## src/core/ldsc_regs.vh

```
/*
 Register map, field positions, reset values and codes for the
 regulator sleep and control register block.
 Assumes inclusion by bare name from the design files and the bench.
*/
`ifndef LDSC_REGS_VH
`define LDSC_REGS_VH

// Register indices; byte address is four times the index
`define LDSC_IDX_REG1_SLEEP 16'h406A
`define LDSC_IDX_REG2_CTRL 16'h406B
`define LDSC_IDX_REG2_SETTING 16'h4080
`define LDSC_IDX_IRQ_STATUS 16'h4081
`define LDSC_IDX_IRQ_MASK 16'h4082
`define LDSC_IDX_STATE 16'h4083

// Reset values and writable bit masks
`define LDSC_RST_REG1_SLEEP 32'h00000100
`define LDSC_MSK_REG1_SLEEP 32'h0000E11F
`define LDSC_RST_REG2_CTRL 32'h00000200
`define LDSC_MSK_REG2_CTRL 32'h0000DFC1
`define LDSC_RST_REG2_SETTING 32'h01000000
`define LDSC_MSK_REG2_SETTING 32'h011F011F
`define LDSC_MSK_IRQ 32'h00000007

// Regulator one sleep register fields
`define LDSC_R1_SLOT_HI 15
`define LDSC_R1_SLOT_LO 13
`define LDSC_R1_MODE_BIT 8
`define LDSC_R1_VCODE_HI 4
`define LDSC_R1_VCODE_LO 0

// Regulator two control register fields
`define LDSC_R2_UVACT_HI 15
`define LDSC_R2_UVACT_LO 14
`define LDSC_R2_SRC_HI 12
`define LDSC_R2_SRC_LO 11
`define LDSC_R2_HWVSEL_BIT 10
`define LDSC_R2_HWMODE_HI 9
`define LDSC_R2_HWMODE_LO 8
`define LDSC_R2_FLOAT_BIT 7
`define LDSC_R2_SWITCH_BIT 6
`define LDSC_R2_LPLVL_BIT 0

// Regulator two setting register fields
`define LDSC_S2_ONV_HI 4
`define LDSC_S2_ONV_LO 0
`define LDSC_S2_ONMODE_BIT 8
`define LDSC_S2_SLPV_HI 20
`define LDSC_S2_SLPV_LO 16
`define LDSC_S2_SLPMODE_BIT 24

// Interrupt status bit positions
`define LDSC_IRQ_UV_BIT 0
`define LDSC_IRQ_SLEEP_BIT 1
`define LDSC_IRQ_DIS_BIT 2

// Undervoltage actions and hardware control modes
`define LDSC_UV_IGNORE 2'h0
`define LDSC_UV_SHUT_REG 2'h1
`define LDSC_UV_SHUT_SYS 2'h2
`define LDSC_HWM_OFF 2'h1
`define LDSC_HWM_ON_MODE 2'h3

// Sleep voltage decode in millivolts
`define LDSC_V_BASE_MV 12'd900
`define LDSC_V_STEP_LO_MV 12'd50
`define LDSC_V_KNEE_CODE 5'h0F
`define LDSC_V_KNEE_MV 12'd1700
`define LDSC_V_STEP_HI_MV 12'd100

`endif

```

## src/core/ldsc_vdecode.v

```verilog
/*
 Piecewise decode of a 5-bit regulator voltage code to millivolts.
 Assumes a registered consumer; the decode is purely combinational.
*/
`timescale 1ns/1ps
`default_nettype none
`include "ldsc_regs.vh"

module ldsc_vdecode
(
   input wire [4:0] vcode,
   output reg [11:0] millivolts
);

   // Fine steps below the knee, coarse steps from the knee upward
   always @*
   begin
      if (vcode < `LDSC_V_KNEE_CODE)
      begin
         millivolts = `LDSC_V_BASE_MV + `LDSC_V_STEP_LO_MV * {7'h00, vcode};
      end
      else
      begin
         millivolts = `LDSC_V_KNEE_MV
            + `LDSC_V_STEP_HI_MV * {7'h00, vcode - `LDSC_V_KNEE_CODE};
      end
   end

endmodule
`default_nettype wire

```

## src/core/ldsc_top.v

```verilog
/*
 APB register block controlling the sleep behaviour of regulator one
 and the general control of regulator two, with sticky interrupts.
 Assumes the sequencer inputs run on pclk; hardware control and
 undervoltage inputs are asynchronous pins and are synchronised here.
*/
// The APB interface to the registers is this design's own decision.
// How it works
// - Slot code 110 applies sleep settings in timeslot 3, 111 in timeslot 1.
// - With hardware enable, codes 001-101 pick the sleep-entry timeslot instead.
// - Code 000 transitions in timeslot 5; 001-101 disable in slots 5 down to 1.
// - Sleep mode bit 8: 0 normal, 1 low power; resets to 1.
// - Sleep voltage code bits 4:0, reset 0, 0.90V plus 50mV steps.
// - Code 0Eh is 1.60V, 0Fh 1.70V, then 100mV steps to 3.30V.
// - Undervoltage action: ignore, shut regulator, shut system with reset.
// - Every undervoltage event raises an interrupt, whatever the action.
// - Hardware source: none, input 1, input 2, or either input.
// - Under hardware control bit 10 picks ON or sleep voltage code.
// - Hardware mode: 00/10 low power, 01 off, 11 ON mode; reset 10.
// - Bit 7 floats or discharges a disabled output; bit 6 selects switch.
// - Bit 0 picks 50mA or 20mA low-power level in every state.
`timescale 1ns/1ps
`default_nettype none
`include "ldsc_regs.vh"

module ldsc_top
#(
   parameter ADDR_W = 20
)
(
   input wire pclk,
   input wire presetn,
   input wire psel,
   input wire penable,
   input wire pwrite,
   input wire [ADDR_W-1:0] paddr,
   input wire [31:0] pwdata,
   output reg [31:0] prdata,
   output reg pready,
   output reg pslverr,
   input wire seq_sleep_entry,
   input wire seq_slot_pulse,
   input wire [2:0] seq_slot_num,
   input wire reg1_hw_enable_assigned,
   input wire reg2_sleep_state,
   input wire hw_ctrl1_pin,
   input wire hw_ctrl2_pin,
   input wire reg2_uv_pin,
   output reg reg1_sleep_applied_r,
   output reg reg1_disabled_r,
   output reg reg1_sleep_low_power_r,
   output reg [11:0] reg1_sleep_mv_r,
   output reg [4:0] reg2_vcode_r,
   output reg [11:0] reg2_mv_r,
   output reg reg2_low_power_r,
   output reg reg2_off_r,
   output reg reg2_output_float_r,
   output reg reg2_switch_select_r,
   output reg reg2_low_power_level_r,
   output reg sys_reset_req_r,
   output reg irq_r
);

   reg [31:0] reg1_sleep_r;
   reg [31:0] reg2_ctrl_r;
   reg [31:0] reg2_setting_r;
   reg [2:0] irq_status_r;
   reg [31:0] irq_mask_r;
   reg [31:0] rd_nxt;
   reg hit_nxt;
   reg [2:0] target_slot;
   reg slot_is_disable;
   reg [2:0] hw1_sync_r;
   reg [2:0] hw2_sync_r;
   reg [2:0] uv_sync_r;
   reg hw1_r;
   reg hw2_r;
   reg uv_r;
   reg uv_prev_r;
   reg reg2_uv_shut_r;
   reg [4:0] r2_vcode_nxt;
   reg r2_lp_nxt;
   reg r2_off_nxt;
   reg hw_active;
   wire [ADDR_W-3:0] widx;
   wire access;
   wire wr_en;
   wire [2:0] r1_slot;
   wire [1:0] uv_action;
   wire [1:0] hw_src;
   wire [1:0] hw_mode;
   wire uv_rise;
   wire [2:0] irq_events;
   wire [31:0] irq_w1c;
   wire [11:0] r1_mv;
   wire [11:0] r2_mv;

   // Word index of the access; the low two address bits are ignored
   assign widx = paddr[ADDR_W-1:2];
   assign access = psel & penable;
   assign wr_en = access & pwrite & pready;

   assign r1_slot = reg1_sleep_r[`LDSC_R1_SLOT_HI:`LDSC_R1_SLOT_LO];
   assign uv_action = reg2_ctrl_r[`LDSC_R2_UVACT_HI:`LDSC_R2_UVACT_LO];
   assign hw_src = reg2_ctrl_r[`LDSC_R2_SRC_HI:`LDSC_R2_SRC_LO];
   assign hw_mode = reg2_ctrl_r[`LDSC_R2_HWMODE_HI:`LDSC_R2_HWMODE_LO];

   // Read mux and decode; unmapped addresses answer with an error
   always @*
   begin
      rd_nxt = 32'h00000000;
      hit_nxt = 1'b1;
      case (widx)
         `LDSC_IDX_REG1_SLEEP: rd_nxt = reg1_sleep_r;
         `LDSC_IDX_REG2_CTRL: rd_nxt = reg2_ctrl_r;
         `LDSC_IDX_REG2_SETTING: rd_nxt = reg2_setting_r;
         `LDSC_IDX_IRQ_STATUS: rd_nxt = {29'h0, irq_status_r};
         `LDSC_IDX_IRQ_MASK: rd_nxt = irq_mask_r;
         `LDSC_IDX_STATE: rd_nxt = {12'h000, hw_active, reg2_uv_shut_r,
            hw2_r, hw1_r, reg2_off_r, reg2_low_power_r, reg2_vcode_r,
            6'h00, reg1_sleep_low_power_r, reg1_disabled_r,
            reg1_sleep_applied_r};
         default:
         begin
            hit_nxt = 1'b0;
         end
      endcase
   end

   // One wait state: pready rises in the second access cycle
   always @(posedge pclk or negedge presetn)
   begin
      if (!presetn)
      begin
         pready <= 1'b0;
         pslverr <= 1'b0;
         prdata <= 32'h00000000;
      end
      else
      begin
         pready <= access & ~pready;
         pslverr <= access & ~pready & ~hit_nxt;
         if (access & ~pready & ~pwrite)
         begin
            prdata <= rd_nxt;
         end
      end
   end

   // Software registers; reserved bits are never stored
   always @(posedge pclk or negedge presetn)
   begin
      if (!presetn)
      begin
         reg1_sleep_r <= `LDSC_RST_REG1_SLEEP;
         reg2_ctrl_r <= `LDSC_RST_REG2_CTRL;
         reg2_setting_r <= `LDSC_RST_REG2_SETTING;
         irq_mask_r <= 32'h00000000;
      end
      else if (wr_en)
      begin
         case (widx)
            `LDSC_IDX_REG1_SLEEP: reg1_sleep_r <= pwdata & `LDSC_MSK_REG1_SLEEP;
            `LDSC_IDX_REG2_CTRL: reg2_ctrl_r <= pwdata & `LDSC_MSK_REG2_CTRL;
            `LDSC_IDX_REG2_SETTING: reg2_setting_r <= pwdata & `LDSC_MSK_REG2_SETTING;
            `LDSC_IDX_IRQ_MASK: irq_mask_r <= pwdata & `LDSC_MSK_IRQ;
            default:
            begin
               irq_mask_r <= irq_mask_r;
            end
         endcase
      end
   end

   // Pin synchronisers; a change counts once stages two and three agree
   always @(posedge pclk or negedge presetn)
   begin
      if (!presetn)
      begin
         hw1_sync_r <= 3'h0;
         hw2_sync_r <= 3'h0;
         uv_sync_r <= 3'h0;
         hw1_r <= 1'b0;
         hw2_r <= 1'b0;
         uv_r <= 1'b0;
         uv_prev_r <= 1'b0;
      end
      else
      begin
         hw1_sync_r <= {hw1_sync_r[1:0], hw_ctrl1_pin};
         hw2_sync_r <= {hw2_sync_r[1:0], hw_ctrl2_pin};
         uv_sync_r <= {uv_sync_r[1:0], reg2_uv_pin};
         if (hw1_sync_r[1] == hw1_sync_r[2])
         begin
            hw1_r <= hw1_sync_r[2];
         end
         if (hw2_sync_r[1] == hw2_sync_r[2])
         begin
            hw2_r <= hw2_sync_r[2];
         end
         if (uv_sync_r[1] == uv_sync_r[2])
         begin
            uv_r <= uv_sync_r[2];
         end
         uv_prev_r <= uv_r;
      end
   end

   assign uv_rise = uv_r & ~uv_prev_r;

   // Timeslot target and action of the regulator one sleep slot code
   always @*
   begin
      slot_is_disable = 1'b1;
      case (r1_slot)
         3'h0:
         begin
            target_slot = 3'h5;
            slot_is_disable = 1'b0;
         end
         3'h1: target_slot = 3'h5;
         3'h2: target_slot = 3'h4;
         3'h3: target_slot = 3'h3;
         3'h4: target_slot = 3'h2;
         3'h5: target_slot = 3'h1;
         3'h6:
         begin
            target_slot = 3'h3;
            slot_is_disable = 1'b0;
         end
         3'h7:
         begin
            target_slot = 3'h1;
            slot_is_disable = 1'b0;
         end
         default:
         begin
            target_slot = 3'h5;
         end
      endcase
      // A hardware-enabled regulator sleeps rather than turns off
      if (reg1_hw_enable_assigned)
      begin
         slot_is_disable = 1'b0;
      end
   end

   // Regulator one sleep sequencing; leaving sleep entry restores it
   always @(posedge pclk or negedge presetn)
   begin
      if (!presetn)
      begin
         reg1_sleep_applied_r <= 1'b0;
         reg1_disabled_r <= 1'b0;
      end
      else if (!seq_sleep_entry)
      begin
         reg1_sleep_applied_r <= 1'b0;
         reg1_disabled_r <= 1'b0;
      end
      else if (seq_slot_pulse && seq_slot_num == target_slot)
      begin
         reg1_sleep_applied_r <= ~slot_is_disable;
         reg1_disabled_r <= slot_is_disable;
      end
   end

   // Sleep mode and voltage are published as soon as they are written
   always @(posedge pclk or negedge presetn)
   begin
      if (!presetn)
      begin
         reg1_sleep_low_power_r <= 1'b1;
         reg1_sleep_mv_r <= `LDSC_V_BASE_MV;
      end
      else
      begin
         reg1_sleep_low_power_r <= reg1_sleep_r[`LDSC_R1_MODE_BIT];
         reg1_sleep_mv_r <= r1_mv;
      end
   end

   ldsc_vdecode u_r1_dec
   (
      .vcode(reg1_sleep_r[`LDSC_R1_VCODE_HI:`LDSC_R1_VCODE_LO]),
      .millivolts(r1_mv)
   );

   // Regulator two applied setting: hardware control over software
   always @*
   begin
      case (hw_src)
         2'h1: hw_active = hw1_r;
         2'h2: hw_active = hw2_r;
         2'h3: hw_active = hw1_r | hw2_r;
         default: hw_active = 1'b0;
      endcase
      r2_off_nxt = reg2_uv_shut_r;
      if (hw_active)
      begin
         if (reg2_ctrl_r[`LDSC_R2_HWVSEL_BIT])
         begin
            r2_vcode_nxt = reg2_setting_r[`LDSC_S2_SLPV_HI:`LDSC_S2_SLPV_LO];
         end
         else
         begin
            r2_vcode_nxt = reg2_setting_r[`LDSC_S2_ONV_HI:`LDSC_S2_ONV_LO];
         end
         if (hw_mode == `LDSC_HWM_ON_MODE)
         begin
            r2_lp_nxt = reg2_setting_r[`LDSC_S2_ONMODE_BIT];
         end
         else
         begin
            r2_lp_nxt = (hw_mode != `LDSC_HWM_OFF);
         end
         if (hw_mode == `LDSC_HWM_OFF)
         begin
            r2_off_nxt = 1'b1;
         end
      end
      else if (reg2_sleep_state)
      begin
         r2_vcode_nxt = reg2_setting_r[`LDSC_S2_SLPV_HI:`LDSC_S2_SLPV_LO];
         r2_lp_nxt = reg2_setting_r[`LDSC_S2_SLPMODE_BIT];
      end
      else
      begin
         r2_vcode_nxt = reg2_setting_r[`LDSC_S2_ONV_HI:`LDSC_S2_ONV_LO];
         r2_lp_nxt = reg2_setting_r[`LDSC_S2_ONMODE_BIT];
      end
   end

   ldsc_vdecode u_r2_dec
   (
      .vcode(r2_vcode_nxt),
      .millivolts(r2_mv)
   );

   // Registered regulator two controls
   always @(posedge pclk or negedge presetn)
   begin
      if (!presetn)
      begin
         reg2_vcode_r <= 5'h00;
         reg2_mv_r <= `LDSC_V_BASE_MV;
         reg2_low_power_r <= 1'b0;
         reg2_off_r <= 1'b0;
         reg2_output_float_r <= 1'b0;
         reg2_switch_select_r <= 1'b0;
         reg2_low_power_level_r <= 1'b0;
      end
      else
      begin
         reg2_vcode_r <= r2_vcode_nxt;
         reg2_mv_r <= r2_mv;
         reg2_low_power_r <= r2_lp_nxt;
         reg2_off_r <= r2_off_nxt;
         reg2_output_float_r <= reg2_ctrl_r[`LDSC_R2_FLOAT_BIT];
         reg2_switch_select_r <= reg2_ctrl_r[`LDSC_R2_SWITCH_BIT];
         reg2_low_power_level_r <= reg2_ctrl_r[`LDSC_R2_LPLVL_BIT];
      end
   end

   // Undervoltage action; the shutdown holds until the status is cleared
   always @(posedge pclk or negedge presetn)
   begin
      if (!presetn)
      begin
         reg2_uv_shut_r <= 1'b0;
         sys_reset_req_r <= 1'b0;
      end
      else
      begin
         sys_reset_req_r <= uv_rise && uv_action == `LDSC_UV_SHUT_SYS;
         if (uv_rise && uv_action == `LDSC_UV_SHUT_REG)
         begin
            reg2_uv_shut_r <= 1'b1;
         end
         else if (!irq_status_r[`LDSC_IRQ_UV_BIT])
         begin
            reg2_uv_shut_r <= 1'b0;
         end
      end
   end

   // Sticky status bits; a new event beats a clear in the same cycle
   assign irq_events = {seq_slot_pulse & seq_sleep_entry & slot_is_disable
         & seq_slot_num == target_slot,
      seq_slot_pulse & seq_sleep_entry & ~slot_is_disable
         & seq_slot_num == target_slot,
      uv_rise};
   assign irq_w1c = (wr_en && widx == `LDSC_IDX_IRQ_STATUS) ? pwdata : 32'h00000000;

   genvar gi;
   generate
      for (gi = 0; gi < 3; gi = gi + 1)
      begin : g_irq
         always @(posedge pclk or negedge presetn)
         begin
            if (!presetn)
            begin
               irq_status_r[gi] <= 1'b0;
            end
            else if (irq_events[gi])
            begin
               irq_status_r[gi] <= 1'b1;
            end
            else if (irq_w1c[gi])
            begin
               irq_status_r[gi] <= 1'b0;
            end
         end
      end
   endgenerate

   // Level interrupt; registered, so it trails the status by one cycle
   always @(posedge pclk or negedge presetn)
   begin
      if (!presetn)
      begin
         irq_r <= 1'b0;
      end
      else
      begin
         irq_r <= |(irq_status_r & irq_mask_r[2:0]);
      end
   end

endmodule
`default_nettype wire

```

## config.mk

```make
export PLATFORM = sky130hd
export DESIGN_NAME = ldsc_top
export DESIGN_NICKNAME = d
export VERILOG_FILES = /design/src/core/ldsc_vdecode.v /design/src/core/ldsc_top.v
export VERILOG_INCLUDE_DIRS = /design/src /design/src/core
export SDC_FILE = /design/constraint.sdc
export NUM_CORES = 1
export LEC_CHECK = 0
export ABC_AREA = 1
export BUFFER_PORTS_ARGS = -buffer_cell sky130_fd_sc_hd__buf_4
export CAP_MARGIN = 10
export CORE_UTILIZATION = 55
export CTS_CLUSTER_SIZE = 40
export DETAILED_ROUTE_END_ITERATION = 8
export GPL_ROUTABILITY_DRIVEN = 0
export GPL_TIMING_DRIVEN = 0
export HOLD_SLACK_MARGIN = 0.03
export PLACE_DENSITY = 0.91
export SLEW_MARGIN = 30
export SYNTH_ARGS = -nofsm -noshare
export SYNTH_HDL_FRONTEND = slang
export SYNTH_SLANG_ARGS = --single-unit
export TNS_END_PERCENT = 50
```

## constraint.sdc

```tcl
create_clock -name pclk -period 4.15 [get_ports pclk]
set_input_delay 0.415 -clock pclk [delete_from_list [all_inputs] [get_ports pclk]]
set_output_delay 0.415 -clock pclk [all_outputs]
set_load 0.05 [all_outputs]
```

==> run_results.csv <==
group,metric,value,unit
sta,tightest_slew,0.854,ns
cts,cts_buffer_depth,2,
cts,numCtsBuffers,9,
final_layout,drive_gt1_frac,0.205,
setup_path,ff2ff_setup_slack,0.27,ns
sta,clock_skew,0.00822,ns
hold_path,hold_class,"in -> async",
routing,ant_nets,0,
status,outcome,"finished, final reports clean",
sta,fin_tns_setup,0,ns
setup_path,r2r_start,"reg2_ctrl_r[10]",
sta,post-route-period-util,0.934,
synthesis,synth_top_area_cell,"dfrtp_1",
final_layout,finalCoreUtilization,0.688,
placed_design,dpl_cell_area,0.00797,mm2
synthesis,ys.warnings.count,0,
sta,max_slew_margin,0.430,
sta,hold_viol,0,
synthesis,ys_ff_latch,111,
final_layout,nFillCells,942,
setup_path,cp-startpoint,"reg2_ctrl_r[10]",
sta,rsz0062_at_grt,"no",
sta,final_max_slew_viol_count,0,
setup_path,worstPathArrival,4.12,ns
synthesis,synth_xor_area_frac,0.0394,
global_route,antenna_found_initial,0,
setup_path,crit_fanout,9,
setup_path,r2r.worst_path.cells,24,
synthesis,synth_top_area_share,0.361,
global_route,track_usage,0.280,
die,start_util,0.567,
synthesis,synth_edf_count,0,
die,rows,40,
synthesis,synthAdderAreaFrac,0.127,
sta,setup_viol,0,
routing,route.detailed.drc,0,
synthesis,async_reset_ff_frac,1.00,
die,pin_count,140,
synthesis,syn_area_per_cell,8.18,um2
synthesis,synthFlopType,"dfrtp_1",
pwr,p_per_area,258,mW/mm2
final_layout,fin_cells,1148,
routing,drt_iter0_drc,620,
cts,cts_root_buf,"clkbuf_16",
global_route,grt_pass1_vias,6128,
die,fp.dieH,114,um
sta,fmax,258,MHz
die,core,0.0121,mm2
die,die_x,114,um
synthesis,yosys-top-cells-area,"dfrtp_1, nand2_1, ha_1, inv_1, dfstp_2",
final_layout,num-nets-final,1107,
routing,dr.pass1.iters,6,
pwr,power.leakage,4.30,nW
setup_path,crit_required,4.39,ns
global_route,grt_pass1_wl,28400,um
routing,routedWlPerCell,15.4,um
placed_design,dp_cells,1131,
sta,fin_ws,0.272,ns
final_layout,stdcell_area,0.00833,mm2
final_layout,n_antenna_cell,0,
cts,clk_pin_slew,0.08,ns
final_layout,final_cell_mix,"nand2_1, buf_4, inv_1",
sta,period_needed,3.88,ns
synthesis,synthMuxAreaShare,0.0208,
synthesis,synth_cells,839,
synthesis,synth_compound_area_frac,0.103,
routing,routed_wl,17600,um
placed_design,io_buffers,112,
cts,clk-insertion-delay-late,0.36,ns
global_route,gr-total-overflow,0,
setup_path,path_class,"reg -> reg",
setup_path,endpoint_kind,"register",
cts,cts_tree,"yes",
final_layout,syn2layout_area_growth,21.3,%
die,die_area,0.0129,mm2
cts,ctsHoldBuffers,0,
setup_path,worst_setup_path_start_kind,"register",
final_layout,layout_commonest_cell,"nand2_1",
synthesis,synth_cell_type_count,48,
synthesis,yosysSeqAreaShare,0.407,
pwr,vdd_ir_drop_max,0.232,mV
cts,cts_max_level,3,
cts,cts_sinks,111,
routing,viasPerCell,5.45,
synthesis,syn_area,0.00687,mm2
run,drv_cap,0,
routing,vias,6257,
synthesis,synth_top_family_by_area,"simple AND/OR/NAND/NOR gates",
global_route,grt_max_degree,112,
placed_design,dp.final_hpwl,13300,um
placed_design,dp_worst_setup_slack,-0.343,ns
setup_path,rr_endpoint,"reg2_mv_r[11]",
synthesis,yosys.area_share.simple,0.220,
per-stage QoR:
step	power, W	hold WS (ns)
after floorplan	0.00124	0.119
after global placement	0.00133	0.335
after detailed placement	0.00134	0.336
after CTS	0.00215	0.160
after global routing	0.00222	0.150
final	0.00215	0.153
what timing repair did:
item,CTS,global route
endpoints found under the setup margin,3,3
resized for setup,7,12
buffers inserted,0,1
pin swaps,0,2
flip-flops by register name, summed over array words and instances, names as in the netlist, 5 cells and up:
signal and count:
reg1_sleep_r 9, reg2_setting_r 12, reg2_vcode_r 5, prdata 21, reg2_mv_r 11, reg1_sleep_mv_r 11
reg2_ctrl_r 10
layer usage:
layer,global-route usage,vias up,part of all wire
met5,0,-,0
met1,0.334,2864,0.38
met4,0.127,0,0.042
met3,0.0670,72,0.086
li1,-,2994,-
met2,0.482,327,0.49
cell families (layout without fill, tap and decap cells):
family	after synthesis	after routing
xor gates and xnor gates	30	30
DFF	111	111
muxes	12	12
buffers and inverters	134	263
AOI/OAI and AO/OA	127	127
and+or+nand+nor	356	356
other	1	13
adders and majority gates	68	68
Yosys cell counts, drive strengths merged (10+ instances only):
library cell	number
xnor2	14
dfstp	12
buf	20
a21oi	25
nand3	58
inv	109
nor2	48
ha	61
dfrtp	99
nand2	224
xor2	16
mux2	12
o21ai	71
nor3	10
worst max-delay path by stage:
stage / depth (start not counted) / endpoint / slack [ns]
after detailed placement: 22 / reg2_mv_r[11] / -0.34
after floorplan: 21 / reg2_mv_r[11] / 0.45
after global placement: 23 / reg2_mv_r[11] / -0.24
final: 24 / reg2_mv_r[11] / 0.27
after global routing: 23 / reg2_mv_r[11] / 0.02
after CTS: 23 / reg2_mv_r[11] / 0.01
power breakdown:
| part | internal [W] | switching, W |
|---|---|---|
| registers | 0.00110 | 0.0000118 |
| logic | 0.0000773 | 0.000138 |
| clock network | 0.000415 | 0.000413 |
critical path, stage by stage, from the launching register on:
cell,delay (ns)
dfrtp_1,0.35
buf_2,0.24
inv_4,0.10
nand2_1,0.10
nand2_1,0.06
nand2_1,0.10
nand2_4,0.11
ha_1,0.24
nand2_1,0.10
nand3b_1,0.13
nand2_2,0.10
ha_1,0.30
ha_1,0.27
ha_1,0.23
fa_2,0.38
xor2_2,0.26
inv_1,0.10
nor2_2,0.15
nand2_1,0.07
nand2_1,0.08
nor2_1,0.05
nand2_1,0.05
nand2_1,0.05
nand2_1,0.06
nand2_1,0.05
cell type report:
cell class	count	area, um2	share of cell area
repair buffers	113	855	0.103
clock inverters	7	55.1	0.00661
flip-flops and latches	111	2790	0.335
well taps	168	210	0.0252
clock buffers	9	225	0.0270
inverters	109	414	0.0497
plain buffers	25	151	0.0182
multi-input cells	606	3630	0.435
No activity file was read; power rests on OpenSTA's default activity.
